`config.mk`:
```
export PLATFORM = sky130hd
export DESIGN_NAME = dsomc_top
export DESIGN_NICKNAME = d
export VERILOG_FILES = /design/src/shared/dsomc_pkg.sv /design/src/dsomc_sync3.sv /design/src/dsomc_top.sv
export SDC_FILE = /design/constraint.sdc
export NUM_CORES = 1
export LEC_CHECK = 0
export ABC_AREA = 1
export BUFFER_PORTS_ARGS = -buffer_cell sky130_fd_sc_hd__buf_2
export CAP_MARGIN = 20
export CORE_ASPECT_RATIO = 1.5
export CORE_UTILIZATION = 47
export DETAILED_ROUTE_END_ITERATION = 12
export PLACE_DENSITY = 0.72
export SYNTH_ARGS = -nofsm -noshare
export SYNTH_HDL_FRONTEND = slang
export SYNTH_SLANG_ARGS = --single-unit
```
`constraint.sdc`:
```
create_clock -name clock -period 3.69 [get_ports clock]
set_input_delay 0.738 -clock clock [delete_from_list [all_inputs] [get_ports clock]]
set_output_delay 0.738 -clock clock [all_outputs]
set_load 0.01 [all_outputs]
```
`src/shared/dsomc_pkg.sv`:
```
package dsomc_pkg;
  // ----------------------------------------
  // register map
  // ----------------------------------------
  localparam logic [7:0] REG_SSC_CTRL = 8'h08;
  localparam logic [7:0] REG_OUT_CTRL = 8'h00;
  localparam logic [7:0] REG_STATUS = 8'h04;
  localparam logic [7:0] REG_GPIO = 8'h0C;
  localparam logic [7:0] SSC_IDX = 8'h02;
  localparam logic [7:0] SSC_RESET = 8'h00;
  localparam int SSC_PROF_LSB = 0;
  localparam int SSC_PROF_W = 4;
  localparam logic OUT_EDGE_RESET = 1'b1;
  localparam logic REF_EXTOSC_RESET = 1'b1;
  localparam int OUT_EDGE_BIT = 0;
  localparam int OUT_REFSEL_BIT = 1;
  // ----------------------------------------
  // mode codes and strap decode
  // ----------------------------------------
  typedef enum logic [1:0] {MODE_12LF, MODE_12HF, MODE_10B} dsomc_mode_e;
  localparam logic [1:0] STRAP_0K = 2'h0;
  localparam logic [1:0] STRAP_3K = 2'h1;
  localparam logic [1:0] STRAP_11K = 2'h2;
  // link clock division per mode, in half steps: 2=1, 3=1.5, 4=2
  localparam logic [2:0] DIV_HALF_12LF = 3'h2;
  localparam logic [2:0] DIV_HALF_12HF = 3'h3;
  localparam logic [2:0] DIV_HALF_10B = 3'h4;
  // ----------------------------------------
  // timing
  // ----------------------------------------
  localparam int CLK_MHZ = 100;
  localparam int SSC_MIN_MHZ = 25;
  localparam int SSC_MAX_MHZ = 100;
  localparam int SYNC_GAP_CYC_10B = 10;
  localparam int LOCK_TIME_US = 2;
  localparam int LOCK_CYC = LOCK_TIME_US * CLK_MHZ;
  localparam int STAGGER_W = 3;
  localparam logic [15:0] LFSR_SEED = 16'hACE1;
endpackage : dsomc_pkg

```
`src/dsomc_sync3.sv`:
```
`timescale 1ns/10ps
// ----------------------------------------
// three flop pin synchroniser
// ----------------------------------------
module dsomc_sync3 #(
  parameter int W = 1
) (
  // clock and reset
  input wire logic clock,
  input wire logic rst,
  // data
  input wire logic [W-1:0] din,
  output logic [W-1:0] dout
);
  logic [W-1:0] s1_r;
  logic [W-1:0] s2_r;
  logic [W-1:0] s3_r;

  always_ff @(posedge clock or posedge rst) begin
    if (rst) begin
      s1_r <= '0;
      s2_r <= '0;
      s3_r <= '0;
      dout <= '0;
    end else begin
      s1_r <= din;
      s2_r <= s1_r;
      s3_r <= s2_r;
      for (int i = 0; i < W; i++) begin
        if (s2_r[i] == s3_r[i]) begin
          dout[i] <= s3_r[i];
        end
      end
    end
  end
endmodule : dsomc_sync3

```
`src/dsomc_top.sv`:
```
// The implementer's own choice: the AHB-Lite interface to the registers.
`timescale 1ns/10ps
module dsomc_top
  import dsomc_pkg::*;
#(
  parameter int DATA_W = 12,
  parameter int GPIO_N = 4,
  parameter int LOCK_CYCLES = LOCK_CYC
) (
  // clock and reset
  input wire logic clock,
  input wire logic rst,
  // ahb-lite slave
  input wire logic hsel,
  input wire logic [7:0] haddr,
  input wire logic [1:0] htrans,
  input wire logic hwrite,
  input wire logic [2:0] hsize,
  input wire logic [31:0] hwdata,
  input wire logic hready,
  output logic [31:0] hrdata,
  output logic hreadyout,
  output logic hresp,
  // pins
  input wire logic chipEnableNPin,
  input wire logic [1:0] modeSelectResistor,
  input wire logic serialActive,
  // recovered parallel stream
  input wire logic [DATA_W-1:0] rxData,
  input wire logic rxHorizSync,
  input wire logic rxVertSync,
  // parallel outputs
  output logic [DATA_W-1:0] pixData,
  output logic horizSync,
  output logic vertSync,
  output logic pixClock,
  output logic pixOe,
  output logic lockOut,
  output logic lockOe,
  output logic [SSC_PROF_W-1:0] sscProfileOut,
  output logic [GPIO_N-1:0] desIoOut,
  output logic [GPIO_N-1:0] desIoOe,
  output logic [GPIO_N-1:0] desIoFwdEn,
  // back channel config
  output logic [1:0] bcMode,
  output logic [2:0] bcDivHalf,
  output logic bcValid
);
  // ----------------------------------------
  // pin synchronisers
  // ----------------------------------------
  logic [3:0] pinSync;
  logic enabled;
  logic [1:0] strapSync;
  logic linkActive;

  dsomc_sync3 #(.W(4)) u_sync (
    .clock(clock),
    .rst(rst),
    .din({serialActive, modeSelectResistor, chipEnableNPin}),
    .dout(pinSync)
  );
  assign enabled = pinSync[0];
  assign strapSync = pinSync[2:1];
  assign linkActive = pinSync[3];

  // ----------------------------------------
  // registers
  // ----------------------------------------
  logic [7:0] sscCtrl_r;
  logic edgeRise_r;
  logic refExtOsc_r;
  logic [GPIO_N-1:0] gpioVal_r;
  logic aphWr_r;
  logic aphRd_r;
  logic [7:0] aphAddr_r;
  logic aphTake;

  assign aphTake = hsel && hready && htrans[1];
  assign hreadyout = 1'b1;
  assign hresp = 1'b0;

  always_ff @(posedge clock or posedge rst) begin
    if (rst) begin
      aphWr_r <= 1'b0;
      aphRd_r <= 1'b0;
      aphAddr_r <= 8'h00;
    end else begin
      aphWr_r <= aphTake && hwrite;
      aphRd_r <= aphTake && !hwrite;
      if (aphTake) begin
        aphAddr_r <= haddr;
      end
    end
  end

  always_ff @(posedge clock or posedge rst) begin
    if (rst) begin
      sscCtrl_r <= SSC_RESET;
      edgeRise_r <= OUT_EDGE_RESET;
      refExtOsc_r <= REF_EXTOSC_RESET;
      gpioVal_r <= '0;
    end else if (aphWr_r) begin
      unique case (aphAddr_r)
        REG_SSC_CTRL: sscCtrl_r <= hwdata[7:0];
        REG_OUT_CTRL: begin
          edgeRise_r <= hwdata[OUT_EDGE_BIT];
          refExtOsc_r <= hwdata[OUT_REFSEL_BIT];
        end
        REG_GPIO: gpioVal_r <= hwdata[GPIO_N-1:0];
        default: ;
      endcase
    end
  end

  // ----------------------------------------
  // mode strap and lock sequence
  // ----------------------------------------
  typedef enum logic [1:0] {ST_OFF, ST_STRAP, ST_LOCKING, ST_LOCKED} dsomc_state_e;
  dsomc_state_e state_r;
  dsomc_mode_e mode_r;
  logic [$clog2(LOCK_CYCLES+1)-1:0] lockCnt_r;

  always_ff @(posedge clock or posedge rst) begin
    if (rst) begin
      state_r <= ST_OFF;
      mode_r <= MODE_12LF;
      lockCnt_r <= '0;
    end else if (!enabled) begin
      state_r <= ST_OFF;
      lockCnt_r <= '0;
    end else begin
      unique case (state_r)
        ST_OFF: state_r <= ST_STRAP;
        ST_STRAP: begin
          unique case (strapSync)
            STRAP_3K: mode_r <= MODE_12HF;
            STRAP_11K: mode_r <= MODE_10B;
            default: mode_r <= MODE_12LF;
          endcase
          state_r <= ST_LOCKING;
        end
        ST_LOCKING: begin
          if (!linkActive) begin
            lockCnt_r <= '0;
          end else if (lockCnt_r == ($clog2(LOCK_CYCLES+1))'(LOCK_CYCLES - 1)) begin
            state_r <= ST_LOCKED;
          end else begin
            lockCnt_r <= lockCnt_r + 1'b1;
          end
        end
        ST_LOCKED: begin
          if (!linkActive) begin
            state_r <= ST_LOCKING;
            lockCnt_r <= '0;
          end
        end
      endcase
    end
  end

  // back channel mode forwarding
  always_ff @(posedge clock or posedge rst) begin
    if (rst) begin
      bcMode <= 2'h0;
      bcDivHalf <= DIV_HALF_12LF;
      bcValid <= 1'b0;
    end else begin
      bcValid <= (state_r == ST_LOCKING) || (state_r == ST_LOCKED);
      bcMode <= mode_r;
      unique case (mode_r)
        MODE_12HF: bcDivHalf <= DIV_HALF_12HF;
        MODE_10B: bcDivHalf <= DIV_HALF_10B;
        default: bcDivHalf <= DIV_HALF_12LF;
      endcase
    end
  end

  // ----------------------------------------
  // output strobe, stagger and spread
  // ----------------------------------------
  logic [15:0] lfsr_r;
  logic [STAGGER_W-1:0] stagCnt_r;
  logic [DATA_W-1:0] pend_r;
  logic pixPhase_r;
  logic strobe;
  logic locked;

  // power-down drops lock at once, with the output enables
  assign locked = (state_r == ST_LOCKED) && enabled;
  assign strobe = pixPhase_r == edgeRise_r;

  always_ff @(posedge clock or posedge rst) begin
    if (rst) begin
      lfsr_r <= LFSR_SEED;
      pixPhase_r <= 1'b0;
      stagCnt_r <= '0;
    end else begin
      lfsr_r <= {lfsr_r[14:0], lfsr_r[15] ^ lfsr_r[13] ^ lfsr_r[12] ^ lfsr_r[10]};
      pixPhase_r <= !pixPhase_r;
      stagCnt_r <= stagCnt_r + 1'b1;
    end
  end

  always_ff @(posedge clock or posedge rst) begin
    if (rst) begin
      pixData <= '0;
      horizSync <= 1'b0;
      vertSync <= 1'b0;
      pend_r <= '0;
    end else if (!locked) begin
      pixData <= '0;
      horizSync <= 1'b0;
      vertSync <= 1'b0;
      pend_r <= '0;
    end else begin
      if (strobe) begin
        pend_r <= rxData ^ pixData;
        horizSync <= rxHorizSync;
        vertSync <= rxVertSync;
      end else begin
        // random lane release within the strobe window
        for (int i = 0; i < DATA_W; i++) begin
          // last two slots force release, so either strobe phase drains
          if (pend_r[i] && (lfsr_r[i % 16] || stagCnt_r[STAGGER_W-1:1] == '1)) begin
            pixData[i] <= !pixData[i];
            pend_r[i] <= 1'b0;
          end
        end
      end
    end
  end

  always_ff @(posedge clock or posedge rst) begin
    if (rst) begin
      pixClock <= 1'b0;
      sscProfileOut <= '0;
    end else begin
      pixClock <= locked && pixPhase_r;
      // spread profile applied while locked across the supported range
      sscProfileOut <= locked ? sscCtrl_r[SSC_PROF_LSB +: SSC_PROF_W] : '0;
    end
  end

  // ----------------------------------------
  // output enables and general-purpose pins
  // ----------------------------------------
  always_comb begin
    pixOe = enabled;
    lockOe = enabled;
    lockOut = locked;
    for (int i = 0; i < GPIO_N; i++) begin
      // oscillator mode keeps pins two and three local
      desIoFwdEn[i] = enabled && !(refExtOsc_r && (i == 2 || i == 3));
      desIoOe[i] = enabled;
      desIoOut[i] = gpioVal_r[i];
    end
  end

  // ----------------------------------------
  // read data
  // ----------------------------------------
  always_ff @(posedge clock or posedge rst) begin
    if (rst) begin
      hrdata <= 32'h0000_0000;
    end else if (aphTake && !hwrite) begin
      unique case (haddr)
        REG_SSC_CTRL: hrdata <= {24'h000000, sscCtrl_r};
        REG_OUT_CTRL: hrdata <= {30'h0, refExtOsc_r, edgeRise_r};
        REG_STATUS: hrdata <= {26'h0, mode_r, state_r, locked, enabled};
        REG_GPIO: hrdata <= {{(32-GPIO_N){1'b0}}, gpioVal_r};
        default: hrdata <= 32'h0000_0000;
      endcase
    end
  end
endmodule : dsomc_top

```
**After elaboration in Yosys (flattened, before gate mapping)**

Cells that the tools add are included.

- Flip-flop bits (word level): 140
- Bits of input ports: 68
- Output and inout port bits: 74

- Add/subtract/negate cells: 2
- Eq/ne operators: 50
- Muxes and demuxes: 46
- Bitwise gates (word level): 4
- Reduce and logical (&&, ||, !) cells: 68

Operator list:

| cell | count |
|---|---|
| 12-bit 2-to-1 mux | 4 |
| 3-bit by 2-bit != test with 1-bit output, second input constant | 13 |
| 8-bit by 4-bit == test with 1-bit output, second input constant | 4 |
| 8-bit 2-to-1 mux | 4 |
| 8-bit case mux with 4 select lines | 1 |
| 2-bit AND reduction | 16 |
| 1-bit 2-to-1 mux | 28 |
| 2-bit by 1-bit != test with 1-bit output, second input constant | 12 |
| 1-bit logical AND | 19 |
| 8-bit logical NOT | 2 |
| 8-bit case mux with 2 select lines | 1 |
| 1-bit logical NOT | 15 |
| 1-bit logical OR | 13 |
| 12-bit XOR | 1 |
| 2-bit == test, second input constant | 5 |
| 3-bit != test, second input constant | 3 |
| 8-bit by 1-bit adder with 8-bit output, second input constant | 1 |
| 8-bit by 3-bit == test with 1-bit output, second input constant | 1 |
| 8-bit == test, second input constant | 1 |
| 2-bit 2-to-1 mux | 4 |
| 2-bit case mux with 4 select lines | 1 |
| 2-bit by 1-bit == test with 1-bit output, second input constant | 3 |
| 3-bit case mux with 2 select lines | 1 |
| 3-bit AND reduction | 2 |
| other kinds (8) | 15 |

**Depth between registers and ports, before layout**

Gate-level depths: netlist of the first run.

- Word-level depth: 6
- Gate-level depth with buffers: 9
- Depth with buffers taken out: 9

**By module**

A second synthesis of the first run with hierarchy kept.

- Cells, all modules: 557
- Area total of the unflattened synthesis: 5161.2 µm²

By module, submodules not included:

| module | instances | cells an instance | area each (µm²) | seq. area each (µm²) |
|---|---|---|---|---|
| dsomc_top | 1 | 524 | 4692.0 | 2516.2 |
| dsomc_sync3 | 1 | 33 | 469.2 | 400.4 |

**Worst setup path before layout of the first run**

OpenSTA, ideal clock, no wires.

- Path type: reg-to-output
- From: register u_sync.dout[0]
- To: output desIoFwdEn[3]
- Arrival: 1.061 ns
- Data required time: 2.952 ns
- Path slack: 1.891 ns
- Cell stages (with the launch flop): 4
- Cell sequence: dfrtp_1 inv_1 nor2_1 buf_4

- Word-level cells in the longest chain between the ends: 1

RTL lines:

| what | line | text |
|---|---|---|
| from (decl) | dsomc_sync3.sv:13 | `output logic [W-1:0] dout` |
| from (signal, indexed assignment) | dsomc_sync3.sv:31 | `dout[i] <= s3_r[i];` |
| 1-bit logical AND | -- |  |
| to (decl) | dsomc_top.sv:43 | `output logic [GPIO_N-1:0] desIoFwdEn,` |

Every way passes these cells.

**Worst setup path after layout of the first run**

- From: register u_sync.dout[0]
- To: output lockOut

- Word-level cells in the longest chain between the ends: 1

RTL lines:

| what | line | text |
|---|---|---|
| 1-bit logical AND | dsomc_top.sv:190 | `assign locked = (state_r == ST_LOCKED) && enabled;` |
| to (decl) | dsomc_top.sv:38 | `output logic lockOut,` |

Every way passes these cells.

==> summary.md, run 1 <==
| Metric | Value |
|---|---|
| Post-Place Worst Slack | between 1500 and 2000 ps |
| Initial antenna violation count | 1 |
| CP Data Required Time | slightly below 3000 ps |
| Die X | ~88 µm |
| Post-synth top cells | nand2_1 (131), dfrtp_1 (105), inv_1 (59) |
| Unrepaired setup endpoints after global routing | false |
| CTS tree | yes |
| Drt wl/cell | roughly 14 µm |
| Area of the die | roughly 11000 µm² |
| DRC violations left | 0 |
| H-tree Lvls | 4 |
| Hold Startpoint | u_sync.s1_r[2] |
| Final instance area | 6195 µm² |
| Cell taking the most area after synthesis | dfrtp_1 |
| Synthesized flop and latch total | 116 |
| Total global-route track usage | between 20% and 30% |
| Fin crit share | between 60% and 70% |
| Crit path max fanout | 20 |
| Most common cell in the synthesized netlist | nand2_1 |
| Final hold violation count | 0 |
| Total negative setup slack | 0 ps |
| Post-route minimum period | ~2500 ps |
| Synth Area in Simple Gates | 21.27% |
| Reg2Reg Launch Point | u_sync.dout[0] |
| Ys flop type | dfrtp_1 |
| Post-cts sizing count | 0 |
| Normalized max-slew margin | between 40% and 50% |
| Sequential area share after synthesis | about 57% |
| Main combinational cell family by area after synthesis | simple AND/OR/NAND/NOR gates |
| Largest net degree at the start of global routing | 62 |
| Status | completed |
| Initial Util | around 48% |
| Max-cap violations | 0 |
| Crit end category | primary output |
| Final wirelength | roughly 11000 µm |
| Die height | 130.3 µm |
| Slew Viols, Final | 0 |
| HPWL Detailed | approximately 7700 µm |
| DR vias | 3839 |
| WP data arrival | roughly 1800 ps |
| Clock transition at path regs | ~50 ps |
| Post-CTS Hold Fix Bufs | 0 |
| Core Rows | 46 |
| Adder-cell share of the synthesized area | under 10% |
| Worst min-delay path class | reg -> reg |
| Initial DRC Count | 307 |
| TritonCTS Buffers | 17 |
| Placed Instances | around 760 |
| Nets | between 700 and 800 |
| Xor/xnor cell area share of the yosys netlist | under 10% |
| Worst vdd ir | between 300 and 400 µV |
| Max incr delay on CP | about 530 ps |
| Cell Chain, Critical Path | nand3_1 -> buf_4 -> inv_1 -> buf_2 |
| Final std cells w/o fill | 791 |
| Crit-path slowest cell | dfrtp_1 |
| Share of the synthesized area in the top cell type | 50.93% |
| Synth cell types | 33 |
| Slew @ Worst Pin | roughly 760 ps |
| EDFF count, synth | 0 |
| Yosys warns | 0 |
| Largest cells by area after synthesis | dfrtp_1 (51%), nand2_1 (9.5%), dfstp_2 (5.6%) |
| Mapped Area | around 5200 µm² |
| Static Leakage | between 3 and 4 nW |
| Via density | ~4.9 |
| Gate count of the mapped netlist | 545 |
| First-pass GRT wire length | ~18000 µm |
| Layout area overhead | 20.08% |
| Share of layout cells above drive strength 1 | 25.54% |
| Crit start category | flip-flop |
| GRT overflow | 0 |
| Io pins | ~140 |
| Mux cell area share after synthesis | 0.8732% |
| Setup Viol. Count Final | 0 |
| Synth Area in Compound Gates | under 10% |
| Kind of critical path | reg -> out |
| CTS root buffer | clkbuf_16 |
| Number of global-route vias before repair | 3766 |
| Dpl cell area | 5570 µm² |
| Worst Setup SP | u_sync.dout[0] |
| Worst-case clock buffer depth | 2 |
| DRT Pass-1 Iters | 5 |
| PD cells | around 560 nW/µm² |
| Core Region | approximately 11000 µm² |
| Async set-reset flop share out of synthesis | 100.0% |
| GP Congestion | approximately 0.8 |
| Post-detailed-route count of antenna-violating nets | 0 |
| Clk sinks | ~120 |
| Syn_area_per_cell | approximately 9.5 µm² |
| Post-CTS setup buffers | 0 |
| Clock skew | about 4.4 ps |
| Maximum clock frequency | roughly 400 MHz |
| Clk_lat worst skew | 400 ps |
| Worst Slack Setup Final | 1191 ps |
| IO Port Bufs | 87 |
==> flip-flops by register name (all words and copies together), names as in the netlist, 3 cells and up <==
signal,count
pend_r,12
sscProfileOut,4
u_sync.s1_r,4
lockCnt_r,8
lfsr_r,16
desIoOut,4
u_sync.dout,4
stagCnt_r,3
bcDivHalf,3
hrdata,8
aphAddr_r,8
pixData,12
sscCtrl_r,8
u_sync.s3_r,4
u_sync.s2_r,4
==> routing by layer <==
layer	vias up	wire length (µm)	global-route usage [%]
met5	-	0	0
met4	0	416	13.02
met3	25	487	5.756
met2	134	5810	34.79
met1	1828	4328	23.38
li1	1852	-	-
==> logic make-up after synthesis <==
| family | Yosys count |
|---|---|
| muxes | 4 |
| DFF | 116 |
| and+or+nand+nor | 243 |
| AOI/OAI and AO/OA | 46 |
| buffers and inverters | 107 |
| xor gates and xnor gates | 20 |
| adders and majority gates | 7 |
| other | 2 |
==> worst max-delay path, delay by kind of cell (launching register included) <==
family	cells	cell delay (ps)
buf+inv	3	660
flops	1	530
simple gates	1	160
==> cell type report <==
type                    count  area (µm²)
flip-flops and latches    116        2917
fillers                   935        4453
clock buffers              23       498.0
multi-input cells         346        1775
clock inverters             9       123.9
diodes                      1       2.502
repair buffers             91       465.4
well taps                 144       180.2
inverters                  61       232.7
==> placed cells by master (no fill, tap or decap), types with 16 or more instances in the layout <==
master     count
nor3_1        26
clkbuf_16     17
nor2_1        30
dfrtp_1      105
o21ai_0       16
nand3_1       36
conb_1        26
buf_2         87
nand2_1      131
inv_1         58
==> worst paths after layout <==
path	endpoint	slack, ps	cells after the start
max	lockOut	1190	4
min	u_sync.s2_r[2]	350	0
max reg2reg	pend_r[1]	1570	5
min reg2reg	u_sync.s2_r[2]	350	0
max in group asynchronous	u_sync.s3_r[0]	2600	3
min in group asynchronous	bcMode[1]	550	3
==> metrics by stage <==
stage | utilization, % | total power, mW | hold slack (ps)
2_1_floorplan | - | 1.679 | 331.2
3_3_place_gp | 52.31 | 1.765 | 332.1
3_5_place_dp | 52.31 | 1.779 | 334.7
4_1_cts | 58.16 | 3.478 | 346.2
5_1_grt | 58.18 | 3.584 | 356.0
6_report | 58.18 | 3.450 | 345.1
==> power breakdown <==
group	switching [mW]	internal, mW
sequential	0.0697	1.37
clock	0.548	1.15
combinational	0.205	0.110
total	0.823	2.63
Note: power is estimated with default switching activity, not from simulation.
==> run 2: changes to the inputs <==
--- a/config.mk
+++ b/config.mk
@@ -5,7 +5,7 @@
 export SDC_FILE = /design/constraint.sdc
 export NUM_CORES = 1
 export LEC_CHECK = 0
-export ABC_AREA = 1
+export ABC_AREA = 0
 export BUFFER_PORTS_ARGS = -buffer_cell sky130_fd_sc_hd__buf_2
 export CAP_MARGIN = 20
 export CORE_ASPECT_RATIO = 1.5
==> constraint.sdc (replaced) <==
create_clock -name clock -period 2.09 [get_ports clock]
set_input_delay 0.418 -clock clock [delete_from_list [all_inputs] [get_ports clock]]
set_output_delay 0.418 -clock clock [all_outputs]
set_load 0.01 [all_outputs]
==> summary.md, run 2 <==
| Metric | Value |
|---|---|
| Cell Chain, Critical Path | ha_1 -> and4_1 -> a32o_2 -> or4_1 -> o21ai_1 |
| HPWL Detailed | 6296 µm |
| Post-cts sizing count | 0 |
| Mapped Area | roughly 4900 µm² |
| Sequential area share after synthesis | between 50 and 60% |
| Clock skew | between 9 and 10 ps |
| Placed Instances | 606 |
| Core Rows | between 40 and 50 |
| Status | completed |
| Crit end category | flip-flop |
| GP Congestion | 0.7584 |
| Total global-route track usage | around 19% |
| Ys flop type | dfrtp_1 |
| Initial antenna violation count | 0 |
| Total negative setup slack | 0 ps |
| Worst vdd ir | between 800 and 900 µV |
| Share of layout cells above drive strength 1 | approximately a third |
| PD cells | around 1000 nW/µm² |
| Commonest non-fill, non-tap cells in the layout | dfrtp_1 (105), buf_2 (87), nor2_1 (56), conb_1 (26), mux2_2 (24) |
| Final wirelength | 9233 µm |
| Clock transition at path regs | 50 ps |
| Post-detailed-route count of antenna-violating nets | 0 |
| Synth cell types | a little under 50 |
| EDFF count, synth | 0 |
| CP Data Required Time | ~2400 ps |
| R2r worst-path depth | 5 |
| TritonCTS Buffers | 17 |
| Max-cap violations | 0 |
| Crit start category | flip-flop |
| Fin crit share | 89.79% |
| Mux cell area share after synthesis | a little under 7% |
| Post-route minimum period | approximately 1900 ps |
| Cell taking the most area after synthesis | dfrtp_1 |
| Worst-case clock buffer depth | 2 |
| Static Leakage | between 2 and 3 nW |
| Adder-cell share of the synthesized area | approximately 1.6% |
| Io pins | between 100 and 150 |
| Slew Viols, Final | 0 |
| Die height | between 100 and 150 µm |
| Reg with most FFs | lfsr_r |
| Synthesized flop and latch total | approximately 120 |
| Post-CTS Hold Fix Bufs | 0 |
| Number of global-route vias before repair | between 3k and 4k |
| Post-CTS setup buffers | 0 |
| Initial DRC Count | 130 |
| Clk sinks | around 120 |
| Layout Utilization | 58.91% |
| DRC violations left | 0 |
| Xor/xnor cell area share of the yosys netlist | 5.156% |
| Most common cell in the synthesized netlist | dfrtp_1 |
| First-pass GRT wire length | 15440 µm |
| Maximum clock frequency | about 530 MHz |
| WP data arrival | around 2200 ps |
| Nets | approximately 580 |
| DR vias | between 3k and 4k |
| Worst min-delay path class | in -> async |
| Post-synth top cells | dfrtp_1 (105), nor2_1 (56), buf_4 (35) |
| Async set-reset flop share out of synthesis | 100.0% |
| Core Region | between 10000 and 15000 µm² |
| Total power | ~6.0 mW |
| Crit-path slowest cell | or4_1 |
| Unrepaired setup endpoints after global routing | false |
| Via density | roughly 5.2 |
| Kind of critical path | reg -> reg |
| Final hold violation count | 0 |
| Max reg flops | 16 |
| Max incr delay on CP | roughly 500 ps |
| CTS tree | yes |
| Commonest non-fill, non-tap cell in the layout | dfrtp_1 |
| Syn_area_per_cell | 11.73 µm² |
| Synth Area in Simple Gates | a little under an eighth |
| DRT Pass-1 Iters | 4 |
| Registers with the most flip-flops | lfsr_r x16, pend_r x12, pixData x12 |
| H-tree Lvls | 4 |
| Crit path max fanout | 8 |
| Share of the synthesized area in the top cell type | 53.34% |
| GRT overflow | 0 |
| Area of the die | about 11000 µm² |
| Diodes inserted | 0 |
| Main combinational cell family by area after synthesis | simple AND/OR/NAND/NOR gates |
| Final std cells w/o fill | ~640 |
| Setup Viol. Count Final | 0 |
| Gate count of the mapped netlist | between 400 and 500 |
| Largest net degree at the start of global routing | 57 |
| Largest cells by area after synthesis | dfrtp_1 (53%), dfstp_2 (5.9%), mux2_2 (5.5%) |
| Die X | around 86 µm |
| CTS root buffer | clkbuf_16 |
| Drt wl/cell | ~14 µm |
| Initial Util | around 49% |
| Synth Area in Compound Gates | under 10% |
| Clk_lat worst skew | between 400 and 500 ps |
| Yosys warns | 0 |
| Layout area overhead | 21.21% |
| IO Port Bufs | 87 |
## run 2: cell types whose count changed in the layout (fill, tap and decap cells not counted), moves of 7 or more
| cell | before | now |
|---|---|---|
| nor2_1 | 30 | 56 |
| o21ai_2 | 8 | 0 |
| inv_1 | 58 | 8 |
| mux2_2 | 4 | 24 |
| o211ai_1 | 0 | 12 |
| xor2_1 | 5 | 14 |
| nand2_1 | 131 | 22 |
| o21ai_0 | 16 | 8 |
| nand3_1 | 36 | 9 |
| nand3_2 | 8 | 1 |
| nor3_1 | 26 | 1 |
## run 2: kinds of logic (layout without fill, tap and decap cells)
family | after synthesis | count (layout)
AOI/OAI and AO/OA | 56 | 56
xor gates and xnor gates | 29 | 29
adders and majority gates | 7 | 7
DFF | 116 | 116
other | 2 | 26
muxes | 28 | 28
and+or+nand+nor | 121 | 121
buffers and inverters | 61 | 138
## run 2: critical path, delay by kind of cell (launching register included)
kind | cells | cell delay, ps
flops | 1 | 430
compound gates | 2 | 390
simple gates | 2 | 730
fa+ha+maj | 1 | 260
## run 2: metrics by stage
stage	hold slack [ps]	worst slack, ps	cell area [µm²]
after floorplan	331.2	267.6	5020
after global placement	333.2	280.8	5364
after detailed placement	339.5	233.0	5364
after CTS	22.48	227.2	5971
after global routing	42.67	145.8	5971
final	23.15	213.5	5971
## run 2: path summary, 6_finish.rpt
kind	from	endpoint	slack (ps)
worst max-delay path	lockCnt_r[0]	lockCnt_r[7]	210
worst min-delay path	rst	u_sync.s2_r[3]	20
worst max register to register	lockCnt_r[0]	lockCnt_r[7]	210
worst min register to register	u_sync.s1_r[3]	u_sync.s2_r[3]	350
max in group asynchronous	rst	edgeRise_r	1400
min in group clock	modeSelectResistor[1]	u_sync.s1_r[2]	110
## run 2: layer usage
layer	track usage [%]	vias up	routed length (µm)
li1	-	1545	-
met1	20.92	1681	3765
met2	31.76	87	4943
met3	5.168	13	359
met4	9.608	0	164
met5	0	-	0
## run 2: report_power, final
| group | internal [mW] | total (mW) | switching (mW) |
|---|---|---|---|
| logic | 0.230 | 0.530 | 0.300 |
| clock network | 1.89 | 2.92 | 1.03 |
| registers | 2.41 | 2.51 | 0.105 |
| total | 4.52 | 5.96 | 1.43 |
## run 2: layout make-up
type	instances	area, µm²
tap	117	146.4
multi-input combinational	267	1732
inverter	10	41.29
timing repair buffer	96	528.0
clock inverter	14	177.7
sequential	116	2917
fill	803	4164
clock buffer	18	429.2
